`src/hdl/peco_pkg.sv`:
```
// package: constants, types and crc step for the overlay command block
// assumes: word-wide bus cycles, 16 sectors of 4K words, 32-bit crc
package peco_pkg;
  localparam int          AW          = 16;
  localparam int          DW          = 16;
  localparam int          NSEC        = 16;
  localparam int          SEC_LSB     = 12;
  localparam int          HP_LSB      = 3;
  localparam logic [11:0] UNLK1_ADDR  = 12'h555;
  localparam logic [11:0] UNLK2_ADDR  = 12'h2AA;
  localparam logic [7:0]  UNLK1_DATA  = 8'hAA;
  localparam logic [7:0]  UNLK2_DATA  = 8'h55;
  // entry codes, third cycle after the unlock pair
  localparam logic [7:0]  ENT_PERS    = 8'hC0;
  localparam logic [7:0]  ENT_LOCK    = 8'h50;
  localparam logic [7:0]  ENT_DYN     = 8'hE0;
  localparam logic [7:0]  ENT_CORR    = 8'h75;
  localparam logic [7:0]  ENT_LCRC    = 8'h78;
  localparam logic [7:0]  ENT_INTEG   = 8'h7C;
  localparam logic [7:0]  ENT_BOOT    = 8'h7E;
  // codes inside an overlay
  localparam logic [7:0]  OP_EXIT     = 8'h90;
  localparam logic [7:0]  OP_PGM      = 8'hA0;
  localparam logic [7:0]  OP_ERASE    = 8'h80;
  localparam logic [7:0]  OP_ABRST    = 8'hF0;
  localparam logic [7:0]  OP_STATUS   = 8'h60;
  localparam logic [7:0]  OP_CLR      = 8'h30;
  localparam logic [7:0]  OP_SET      = 8'h31;
  localparam logic [7:0]  OP_LO       = 8'h41;
  localparam logic [7:0]  OP_HI       = 8'h42;
  localparam logic [7:0]  OP_COUNT    = 8'h43;
  localparam logic [7:0]  OP_START    = 8'h10;
  localparam logic [7:0]  OP_END      = 8'h11;
  localparam logic [7:0]  OP_SUSP     = 8'h12;
  localparam logic [7:0]  OP_RES      = 8'h13;
  // reset values
  localparam logic [NSEC-1:0] GUARD_RST = 16'hFFFF;
  localparam logic            LOCK_RST  = 1'b1;
  localparam logic [31:0]     BOOT_RST  = 32'h0000_0000;
  localparam logic [31:0]     CRC_INIT  = 32'hFFFF_FFFF;
  localparam logic [31:0]     CRC_POLY  = 32'h04C1_1DB7;
  localparam logic [12:0]     STAT_PAD  = 13'h1FFF;
  // select idle high, every other pin low
  localparam logic [AW+DW+2:0] SYNC_RST = 35'h4_0000_0000;

  typedef enum logic [2:0] {
    MD_ARRAY, MD_PERS, MD_LOCK, MD_DYN, MD_CORR, MD_LCRC, MD_INTEG, MD_BOOT
  } peco_mode_t;

  typedef enum logic [3:0] {
    PN_NONE, PN_PGM, PN_ERASE, PN_STATUS, PN_LCLR, PN_DSET, PN_DCLR,
    PN_TLO, PN_THI, PN_CNT, PN_ILO, PN_IHI, PN_BPGM
  } peco_pend_t;

  function automatic logic [31:0] peco_crc(input logic [31:0] c,
                                           input logic [15:0] d);
    logic [31:0] r;
    r = c;
    for (int i = 15; i >= 0; i--) begin
      r = (r[31] ^ d[i]) ? ((r << 1) ^ CRC_POLY) : (r << 1);
    end
    return r;
  endfunction
endpackage

```
`src/hdl/peco_integ.sv`:
```
// data-integrity crc walker over an inclusive word range
// assumes: rd_data is the array word at rd_addr in the same cycle
`timescale 1ns/1ps
module peco_integ (
  input  wire logic                    clk_sys,
  input  wire logic                    rst_n,
  input  wire logic                    start,
  input  wire logic [peco_pkg::AW-1:0] start_addr,
  input  wire logic [peco_pkg::AW-1:0] end_addr,
  input  wire logic                    suspend,
  output logic      [peco_pkg::AW-1:0] rd_addr,
  input  wire logic [peco_pkg::DW-1:0] rd_data,
  output logic                         busy,
  output logic      [31:0]             crc
);
  import peco_pkg::*;
  logic          run_ff;
  logic [AW-1:0] cur_ff;
  logic [31:0]   crc_ff;
  logic          nxt_run;
  logic [AW-1:0] nxt_cur;
  logic [31:0]   nxt_crc;

  always_comb begin
    nxt_run = run_ff;
    nxt_cur = cur_ff;
    nxt_crc = crc_ff;
    if (start) begin
      nxt_run = 1'b1;
      nxt_cur = start_addr;
      nxt_crc = CRC_INIT;
    end else if (run_ff && !suspend) begin
      nxt_crc = peco_crc(crc_ff, rd_data);
      if (cur_ff == end_addr) begin
        nxt_run = 1'b0;
      end else begin
        nxt_cur = cur_ff + 1'b1;
      end
    end
  end

  always_ff @(posedge clk_sys or negedge rst_n) begin
    if (!rst_n) begin
      run_ff <= 1'b0;
      cur_ff <= '0;
      crc_ff <= CRC_INIT;
    end else begin
      run_ff <= nxt_run;
      cur_ff <= nxt_cur;
      crc_ff <= nxt_crc;
    end
  end

  assign rd_addr = cur_ff;
  assign busy    = run_ff;
  assign crc     = crc_ff;
endmodule

```
`src/hdl/peco_sync.sv`:
```
// three-stage synchroniser for a vector of pins
// assumes: the whole vector is held steady around each link clock edge
`timescale 1ns/1ps
module peco_sync #(
  parameter int           W    = 1,
  parameter logic [W-1:0] RSTV = '0
) (
  input  wire logic         clk_sys,
  input  wire logic         rst_n,
  input  wire logic [W-1:0] d,
  output logic      [W-1:0] q
);
  logic [W-1:0] s1_ff;
  logic [W-1:0] s2_ff;
  logic [W-1:0] s3_ff;
  logic [W-1:0] q_ff;
  logic [W-1:0] nxt_q;

  // change taken once second and third stages agree
  always_comb begin
    nxt_q = (s2_ff == s3_ff) ? s3_ff : q_ff;
  end

  always_ff @(posedge clk_sys or negedge rst_n) begin
    if (!rst_n) begin
      s1_ff <= RSTV;
      s2_ff <= RSTV;
      s3_ff <= RSTV;
      q_ff  <= RSTV;
    end else begin
      s1_ff <= d;
      s2_ff <= s1_ff;
      s3_ff <= s2_ff;
      q_ff  <= nxt_q;
    end
  end

  assign q = q_ff;
endmodule

```
`src/hdl/peco_top.sv`:
```
// overlay command interpreter: protection, correction, crc, boot config
// assumes: link pins from a host on its own clock, array read same cycle
// Summary of operation
// - three-cycle entry opens persistent overlay; its bit in bit 0 everywhere.
// - two-cycle program clears the addressed sector's persistent bit.
// - two-cycle erase sets every sector's persistent bit at once.
// - failed program sets abort flag; three-cycle reset clears it.
// - status read: bit0 overall, bit1 dynamic, bit2 persistent, rest ones.
// - three-cycle entry opens lock overlay; lock bit in bit 0 everywhere.
// - two-cycle clear drops lock bit; one-cycle read returns it.
// - two-cycle set raises addressed sector's dynamic bit.
// - two-cycle clear drops addressed sector's dynamic bit.
// - one-cycle read returns sector's dynamic bit in bit 0.
// - correction status read gives one word per half-page.
// - 32-bit trap address read as two 16-bit halves.
// - two-cycle read returns count of correction actions.
// - one-cycle clear resets failure flags and reported alert.
// - three-cycle entry opens link crc overlay; exit clears it.
// - link crc read: low half at 0x00, high half at 0x01.
// - running integrity crc hides array; suspended shows it.
// - start and end addresses loaded by one-cycle writes.
// - suspend and resume pause the walk; suspended reads give array.
// - integrity value read as low and high halves.
// - boot config two-cycle program; halves read at 0x00 and 0x01.
`timescale 1ns/1ps
module peco_top (
  input  wire logic                    clk_sys,
  input  wire logic                    rst_n,
  input  wire logic                    bus_ck,
  input  wire logic                    bus_cs_n,
  input  wire logic                    bus_rd,
  input  wire logic [peco_pkg::AW-1:0] bus_addr,
  input  wire logic [peco_pkg::DW-1:0] dq_i,
  output logic      [peco_pkg::DW-1:0] dq_o,
  output logic                         dq_oe,
  output logic      [peco_pkg::AW-1:0] array_addr,
  input  wire logic [peco_pkg::DW-1:0] array_rdata,
  output logic      [peco_pkg::AW-1:0] integ_addr,
  input  wire logic [peco_pkg::DW-1:0] integ_rdata,
  input  wire logic                    ecc_corr,
  input  wire logic                    ecc_fail,
  input  wire logic [31:0]             ecc_addr,
  output logic                         abort_flag,
  output logic                         ecc_alert,
  output logic                         integ_busy,
  output logic      [31:0]             boot_cfg
);
  import peco_pkg::*;
  localparam int SW = AW + DW + 3;

  logic [SW-1:0]   pin_q;
  logic            ck_q;
  logic            cs_n_q;
  logic            ck_prev_ff;
  logic            cyc_ff;
  logic            crd_ff;
  logic [AW-1:0]   caddr_ff;
  logic [DW-1:0]   cdin_ff;
  logic            nxt_cyc;
  peco_mode_t      mode_ff, nxt_mode;
  peco_pend_t      pend_ff, nxt_pend;
  logic [1:0]      step_ff, nxt_step;
  logic [NSEC-1:0] pguard_ff, nxt_pguard;
  logic [NSEC-1:0] dguard_ff, nxt_dguard;
  logic            glock_ff, nxt_glock;
  logic            abort_ff, nxt_abort;
  logic            fail_ff, nxt_fail;
  logic [31:0]     trap_ff, nxt_trap;
  logic [15:0]     cnt_ff, nxt_cnt;
  logic [31:0]     lcrc_ff, nxt_lcrc;
  logic [31:0]     boot_ff, nxt_boot;
  logic [AW-1:0]   istart_ff, nxt_istart;
  logic [AW-1:0]   iend_ff, nxt_iend;
  logic            isusp_ff, nxt_isusp;
  logic            igo_ff, nxt_igo;
  logic [DW-1:0]   dout_ff, nxt_dout;
  logic            oe_ff, nxt_oe;
  logic            ibusy;
  logic [31:0]     icrc;
  logic            wr;
  logic            rd;
  logic [7:0]      code;
  logic [3:0]      sec;
  logic            hp_hit;
  logic            bare;

  peco_sync #(.W(SW), .RSTV(SYNC_RST)) u_sync (
    .clk_sys (clk_sys),
    .rst_n   (rst_n),
    .d       ({bus_cs_n, bus_ck, bus_rd, bus_addr, dq_i}),
    .q       (pin_q)
  );

  assign cs_n_q = pin_q[SW-1];
  assign ck_q   = pin_q[SW-2];

  peco_integ u_integ (
    .clk_sys    (clk_sys),
    .rst_n      (rst_n),
    .start      (igo_ff),
    .start_addr (istart_ff),
    .end_addr   (iend_ff),
    .suspend    (isusp_ff),
    .rd_addr    (integ_addr),
    .rd_data    (integ_rdata),
    .busy       (ibusy),
    .crc        (icrc)
  );

  // one bus cycle per rising link clock edge while selected
  always_comb begin
    nxt_cyc = ck_q && !ck_prev_ff && !cs_n_q;
  end

  always_ff @(posedge clk_sys or negedge rst_n) begin
    if (!rst_n) begin
      ck_prev_ff <= 1'b0;
      cyc_ff     <= 1'b0;
      crd_ff     <= 1'b0;
      caddr_ff   <= '0;
      cdin_ff    <= '0;
    end else begin
      ck_prev_ff <= ck_q;
      cyc_ff     <= nxt_cyc;
      crd_ff     <= pin_q[SW-3];
      caddr_ff   <= pin_q[AW+DW-1:DW];
      cdin_ff    <= pin_q[DW-1:0];
    end
  end

  assign wr     = cyc_ff && !crd_ff;
  assign rd     = cyc_ff && crd_ff;
  assign code   = cdin_ff[7:0];
  assign sec    = caddr_ff[AW-1:SEC_LSB];
  assign hp_hit = trap_ff[AW-1:HP_LSB] == caddr_ff[AW-1:HP_LSB];
  assign bare   = wr && pend_ff == PN_NONE && step_ff == 2'd0;

  always_comb begin
    nxt_mode   = mode_ff;
    nxt_pend   = pend_ff;
    nxt_step   = step_ff;
    nxt_pguard = pguard_ff;
    nxt_dguard = dguard_ff;
    nxt_glock  = glock_ff;
    nxt_abort  = abort_ff;
    nxt_fail   = fail_ff;
    nxt_trap   = trap_ff;
    nxt_cnt    = cnt_ff;
    nxt_lcrc   = lcrc_ff;
    nxt_boot   = boot_ff;
    nxt_istart = istart_ff;
    nxt_iend   = iend_ff;
    nxt_isusp  = isusp_ff;
    nxt_igo    = 1'b0;
    nxt_dout   = dout_ff;
    nxt_oe     = oe_ff && !cs_n_q;
    if (cyc_ff) begin
      nxt_oe   = rd;
      nxt_pend = PN_NONE;
      nxt_step = 2'd0;
      if (wr) begin
        nxt_lcrc = peco_crc(lcrc_ff, cdin_ff);
        if (caddr_ff[11:0] == UNLK1_ADDR && code == UNLK1_DATA) begin
          nxt_step = 2'd1;
        end else if (step_ff == 2'd1 && caddr_ff[11:0] == UNLK2_ADDR
                     && code == UNLK2_DATA) begin
          nxt_step = 2'd2;
        end
      end
      case (mode_ff)
        MD_ARRAY: begin
          if (rd) begin
            nxt_dout = array_rdata;
          end else if (step_ff == 2'd2 && caddr_ff[11:0] == UNLK1_ADDR) begin
            case (code)
              ENT_PERS:  nxt_mode = MD_PERS;
              ENT_LOCK:  nxt_mode = MD_LOCK;
              ENT_DYN:   nxt_mode = MD_DYN;
              ENT_CORR:  nxt_mode = MD_CORR;
              ENT_LCRC:  nxt_mode = MD_LCRC;
              ENT_INTEG: nxt_mode = MD_INTEG;
              ENT_BOOT:  nxt_mode = MD_BOOT;
              default:   nxt_mode = MD_ARRAY;
            endcase
          end
        end
        MD_PERS, MD_DYN: begin
          if (rd && pend_ff == PN_STATUS) begin
            nxt_dout = {STAT_PAD, pguard_ff[sec], dguard_ff[sec],
                        pguard_ff[sec] & dguard_ff[sec]};
          end else if (rd) begin
            nxt_dout = {15'h0000, (mode_ff == MD_PERS) ?
                        pguard_ff[sec] : dguard_ff[sec]};
          end else if (pend_ff == PN_PGM || pend_ff == PN_ERASE) begin
            if (!glock_ff) begin
              nxt_abort = 1'b1;
            end else if (pend_ff == PN_PGM) begin
              nxt_pguard[sec] = 1'b0;
            end else begin
              nxt_pguard = '0;
              nxt_pguard = ~nxt_pguard;
            end
          end else if (pend_ff == PN_DSET) begin
            nxt_dguard[sec] = 1'b1;
          end else if (pend_ff == PN_DCLR) begin
            nxt_dguard[sec] = 1'b0;
          end else if (step_ff == 2'd2 && code == OP_ABRST
                       && mode_ff == MD_PERS) begin
            nxt_abort = 1'b0;
          end else if (bare) begin
            case (code)
              OP_PGM:    nxt_pend = (mode_ff == MD_PERS) ? PN_PGM : PN_NONE;
              OP_ERASE:  nxt_pend = (mode_ff == MD_PERS) ? PN_ERASE : PN_NONE;
              OP_SET:    nxt_pend = (mode_ff == MD_DYN) ? PN_DSET : PN_NONE;
              OP_CLR:    nxt_pend = (mode_ff == MD_DYN) ? PN_DCLR : PN_NONE;
              OP_STATUS: nxt_pend = PN_STATUS;
              default:   nxt_pend = PN_NONE;
            endcase
          end
        end
        MD_LOCK: begin
          if (rd) begin
            nxt_dout = {15'h0000, glock_ff};
          end else if (pend_ff == PN_LCLR) begin
            nxt_glock = 1'b0;
          end else if (bare && code == OP_CLR) begin
            nxt_pend = PN_LCLR;
          end
        end
        MD_CORR: begin
          if (rd) begin
            case (pend_ff)
              PN_TLO:  nxt_dout = trap_ff[15:0];
              PN_THI:  nxt_dout = trap_ff[31:16];
              PN_CNT:  nxt_dout = cnt_ff;
              default: nxt_dout = {14'h0000, fail_ff & hp_hit,
                                   hp_hit};
            endcase
          end else if (bare) begin
            case (code)
              OP_LO:    nxt_pend = PN_TLO;
              OP_HI:    nxt_pend = PN_THI;
              OP_COUNT: nxt_pend = PN_CNT;
              OP_CLR:   nxt_fail = 1'b0;
              default:  nxt_pend = PN_NONE;
            endcase
          end
        end
        MD_LCRC: begin
          if (rd) begin
            nxt_dout = caddr_ff[0] ? lcrc_ff[31:16] : lcrc_ff[15:0];
          end
        end
        MD_INTEG: begin
          if (rd && isusp_ff && pend_ff == PN_NONE) begin
            nxt_dout = array_rdata;
          end else if (rd) begin
            case (pend_ff)
              PN_ILO:  nxt_dout = icrc[15:0];
              PN_IHI:  nxt_dout = icrc[31:16];
              default: nxt_dout = {15'h0000, ibusy};
            endcase
          end else if (bare) begin
            case (code)
              OP_START: nxt_istart = caddr_ff;
              OP_END: begin
                nxt_iend = caddr_ff;
                nxt_igo  = 1'b1;
              end
              OP_SUSP:  nxt_isusp = 1'b1;
              OP_RES:   nxt_isusp = 1'b0;
              OP_LO:    nxt_pend  = PN_ILO;
              OP_HI:    nxt_pend  = PN_IHI;
              default:  nxt_pend  = PN_NONE;
            endcase
          end
        end
        MD_BOOT: begin
          if (rd) begin
            nxt_dout = caddr_ff[0] ? boot_ff[31:16] : boot_ff[15:0];
          end else if (pend_ff == PN_BPGM) begin
            if (caddr_ff[0]) begin
              nxt_boot[31:16] = cdin_ff;
            end else begin
              nxt_boot[15:0] = cdin_ff;
            end
          end else if (bare && code == OP_PGM) begin
            nxt_pend = PN_BPGM;
          end
        end
        default: nxt_mode = MD_ARRAY;
      endcase
      if (mode_ff != MD_ARRAY && bare && code == OP_EXIT) begin
        nxt_mode = MD_ARRAY;
        nxt_pend = PN_NONE;
        if (mode_ff == MD_LCRC) begin
          nxt_lcrc = CRC_INIT;
        end
      end
    end
    // correction failures win over a clear in the same cycle
    if (ecc_corr) begin
      nxt_trap = ecc_addr;
      nxt_cnt  = (cnt_ff == 16'hFFFF) ? cnt_ff : cnt_ff + 16'h0001;
    end
    if (ecc_fail) begin
      nxt_fail = 1'b1;
    end
  end

  always_ff @(posedge clk_sys or negedge rst_n) begin
    if (!rst_n) begin
      mode_ff   <= MD_ARRAY;
      pend_ff   <= PN_NONE;
      step_ff   <= 2'd0;
      pguard_ff <= GUARD_RST;
      dguard_ff <= GUARD_RST;
      glock_ff  <= LOCK_RST;
      abort_ff  <= 1'b0;
      fail_ff   <= 1'b0;
      trap_ff   <= '0;
      cnt_ff    <= '0;
      lcrc_ff   <= CRC_INIT;
      boot_ff   <= BOOT_RST;
      istart_ff <= '0;
      iend_ff   <= '0;
      isusp_ff  <= 1'b0;
      igo_ff    <= 1'b0;
      dout_ff   <= '0;
      oe_ff     <= 1'b0;
    end else begin
      mode_ff   <= nxt_mode;
      pend_ff   <= nxt_pend;
      step_ff   <= nxt_step;
      pguard_ff <= nxt_pguard;
      dguard_ff <= nxt_dguard;
      glock_ff  <= nxt_glock;
      abort_ff  <= nxt_abort;
      fail_ff   <= nxt_fail;
      trap_ff   <= nxt_trap;
      cnt_ff    <= nxt_cnt;
      lcrc_ff   <= nxt_lcrc;
      boot_ff   <= nxt_boot;
      istart_ff <= nxt_istart;
      iend_ff   <= nxt_iend;
      isusp_ff  <= nxt_isusp;
      igo_ff    <= nxt_igo;
      dout_ff   <= nxt_dout;
      oe_ff     <= nxt_oe;
    end
  end

  assign dq_o       = dout_ff;
  assign dq_oe      = oe_ff;
  assign array_addr = caddr_ff;
  assign abort_flag = abort_ff;
  assign ecc_alert  = fail_ff;
  assign integ_busy = ibusy;
  assign boot_cfg   = boot_ff;
endmodule

```
`config.mk`:
```
export PLATFORM = sky130hd
export DESIGN_NAME = peco_top
export DESIGN_NICKNAME = d
export VERILOG_FILES = /design/src/hdl/peco_pkg.sv /design/src/hdl/peco_integ.sv /design/src/hdl/peco_sync.sv /design/src/hdl/peco_top.sv
export SDC_FILE = /design/constraint.sdc
export NUM_CORES = 1
export LEC_CHECK = 0
export ABC_AREA = 1
export BUFFER_PORTS_ARGS = -buffer_cell sky130_fd_sc_hd__buf_2
export CAP_MARGIN = 20
export CORE_ASPECT_RATIO = 1.75
export CORE_MARGIN = 2
export CORE_UTILIZATION = 25
export DETAILED_ROUTE_END_ITERATION = 8
export GPL_ROUTABILITY_DRIVEN = 1
export PLACE_DENSITY = 0.46
export SYNTH_ARGS = -nofsm -noshare
export SYNTH_HDL_FRONTEND = slang
export SYNTH_SLANG_ARGS = --single-unit
export TNS_END_PERCENT = 20
```
`constraint.sdc`:
```
create_clock -name clk_sys -period 4.8 [get_ports clk_sys]
set_input_delay 0 -clock clk_sys [delete_from_list [all_inputs] [get_ports clk_sys]]
set_output_delay 0 -clock clk_sys [all_outputs]
set_load 0.05 [all_outputs]
```
==> impl_results.md <==
* Mapped cell area at 22,900 µm²
* Vias in the first global route at about 20,000
* I/O pins at 187
* Cell row count at 147
* Final setup fails at 0
* Most frequent cells in the layout: nand2_1, dfrtp_1, inv_1
* Die area at 94,300 µm²
* Clk_lat worst skew at approximately 620 ps
* Wire length per cell at 19.6 µm
* Number of synthesized flops with an enable pin at 0
* CTS Buffer Depth at 3
* Post-synth cell types at 56
* Syn Area/Cell at ~8 µm²
* Total grt overflow at 0
* Pleak at between 0.01 and 0.015 µW
* Commonest non-fill, non-tap cell in the layout: nand2_1
* Fill count at 9,816
* Yosys warnings at 0
* Most common cell on crit path: nand2_1
* Via count at between 20,000 and 25,000
* Total negative slack at 0 ps
* Nets at 3,273
* Clk sink count at 431
* Hold Path Class: input pin to flop
* Status: complete, no violations
* DIE HEIGHT at 405 µm
* Placed insts at approximately 4,200
* Worst slew pin tran at ~1100 ps
* Post-CTS repair timing setup buffer count at 0
* Ys flop type: dfrtp_1
* Seq/Total Area, Yosys at 0.476
* Post-DR vias/cell at 4.60
* Pre-CTS setup slack at 1680 ps
* Max frequency at roughly 320 MHz
* WL final at 86.3 mm
* Crit. End Element: flop
* Slew margin rel. at 0.232
* WP data arrival at 3580 ps
* HP Start: ecc_corr
* Largest net degree at the start of global routing at 142
* H-Tree Depth at 2
* Peak supply drop at 0.000258 V
* Max-cap viol count at 0
* CP peak stage delay at 630 ps
* Slew Viols, Final at 0
* Critical-path maximum fanout at 27
* Diodes inserted at 0
* CP Buf/Inv Count at 2
* First-pass iteration count of the detailed router at 6
* Worst r2r path cells at 10
* Cell family with most CP delay: simple AND/OR/NAND/NOR gates
* Post_cts resized at 0
* Pwr dens at 305 nW/µm²
* Final worst slack at 1700 ps
* Fraction of layout cells with a size suffix above 1 at 0.163
* Post-Layout Cell Count at 4,398
* Slowest-stage cell, CP: nand3_1
* Critical R2R Capture: dq_o[4]
* Async set-or-reset flop fraction in the synthesized netlist at 1.00
* 1st-iter DRT viols at 1,226
* Cell Chain, Critical Path: nand2_2 > clkinv_1 > nand3_1 > inv_1 > nand2_1 > a31oi_1 > nor4_1 > nand2_1 > nand2_1 > nand2_1
* Setup CP Type: flop to flop
* TritonCTS clock tree: done
* Global-route wire length before repair at between 100 and 150 mm
* Hold Crit Depth at 4
* Syn_nets at 2,981
* DRC viols at 0
* I/O Buffers at 186
* CTS buffer count at 47
* Core region area at 91,400 µm²
* Tcrit/Tclk final at 0.645
* Clock root cell: clkbuf_16
* Skew final at between 30 and 40 ps
* CP Launch Type: flop
* Tmin final at roughly 3100 ps
* Post-Synthesis Cells at 2,876
* Total track usage at 0.183
* R2r setup slk at between 1500 and 2000 ps
* Worst R2R Start: cyc_ff
* Area grow syn2layout at 22.2%
* Final hold vios at 0
* Util after Layout at 0.307
* Starting Density at 0.251
* Initial antenna violation count at 1
* Post-DP HPWL at ~66 mm
* Die W at 233 µm
* Hold EP: trap_ff[22]
* Number of synthesized register bits at 431
* Final ANT Viol Nets at 0
* Worst Path Required at approximately 5300 ps
* Worst-path clk slew at 60 ps
* GPL Wtd Cong at 0.949
* RSZ-0062 raised after global routing: no
==> synthesized netlist by cell type, drive strengths merged (3+ instances only) <==
master	n	area [µm²]
a211oi	15	113
a21oi	71	355
a22oi	7	52.6
a31o	3	26.3
buf	20	110
clkbuf	61	229
dfrtp	330	8260
dfstp	101	2650
inv	325	1220
mux2	4	45.0
nand2	955	3790
nand3	205	1040
nand3b	6	45.0
nand4	71	444
nor2	125	494
nor3	42	231
nor4	15	93.8
o2111ai	6	52.6
o211ai	17	128
o21ai	198	991
o221ai	7	61.3
o22ai	36	225
or2	17	106
xnor2	67	636
xor2	150	1360
==> final cells by class <==
cell class / count / area (µm²) / share of cell area
clock buffers: 65 / 1350 / 0.0480
clock inverters: 22 / 284 / 0.0101
inverters: 326 / 1220 / 0.0436
multi-input cells: 2037 / 10500 / 0.373
flip-flops and latches: 431 / 10900 / 0.389
well taps: 1192 / 1490 / 0.0532
repair buffers: 325 / 2320 / 0.0827
==> metal layers <==
metal	track usage	up-vias	wire, µm
li1	-	9875	-
met5	0	-	10
met3	0.0274	180	3670
met4	0.113	2	6070
met2	0.325	513	43400
met1	0.203	9640	33100
==> registers in the layout, summed over array words and instances, names as in the netlist, 32 cells and up, named ones only <==
name / count
u_integ.crc: 32
trap_ff: 32
boot_cfg: 32
u_sync.s2_ff: 35
u_sync.s1_ff: 35
lcrc_ff: 32
u_sync.q: 35
u_sync.s3_ff: 35
==> worst min-delay path: stages <==
cell and delay, ps:
buf_2 100, buf_4 300, nand2_1 120, o21ai_0 70
==> repair_timing <==
item,CTS,global route
setup endpoints to repair,0,0
hold endpoints to repair,256,0
hold buffers,112,0
==> through the flow <==
stage,hold WS (ps),total power [µW],instance area [µm²]
after floorplan,-296,4340,22900
after global placement,4.16,4650,25300
after detailed placement,8.95,4660,25300
after CTS,1.53,8680,28000
after global routing,14.7,8920,28000
final,30.0,8540,28000
==> how the worst max path moves through the flow <==
stage	end	depth (start not counted)	start	slack, ps
global route	dq_o[4]	10	cyc_ff	1340
CTS	dq_o[4]	10	cyc_ff	1630
floorplan	u_integ.rd_addr[15]	8	u_integ.rd_addr[2]	2710
finish	dq_o[4]	10	cyc_ff	1700
detailed placement	dq_o[4]	10	cyc_ff	1680
global placement	dq_o[4]	10	cyc_ff	1750
==> where the power goes <==
group	leakage, µW	switching, µW	internal (µW)
clock network	0.000803	1640	2240
registers	0.00523	82.8	3740
logic	0.00742	532	303
==> cells by family after synthesis <==
logic type | synth area share
AOI/OAI and AO/OA | 0.0921
xor gates and xnor gates | 0.0868
adders and majority gates | 0.00109
buffers and inverters | 0.0685
DFF | 0.476
muxes | 0.00196
and+or+nand+nor | 0.274
Note: power is estimated with default switching activity, not from simulation.
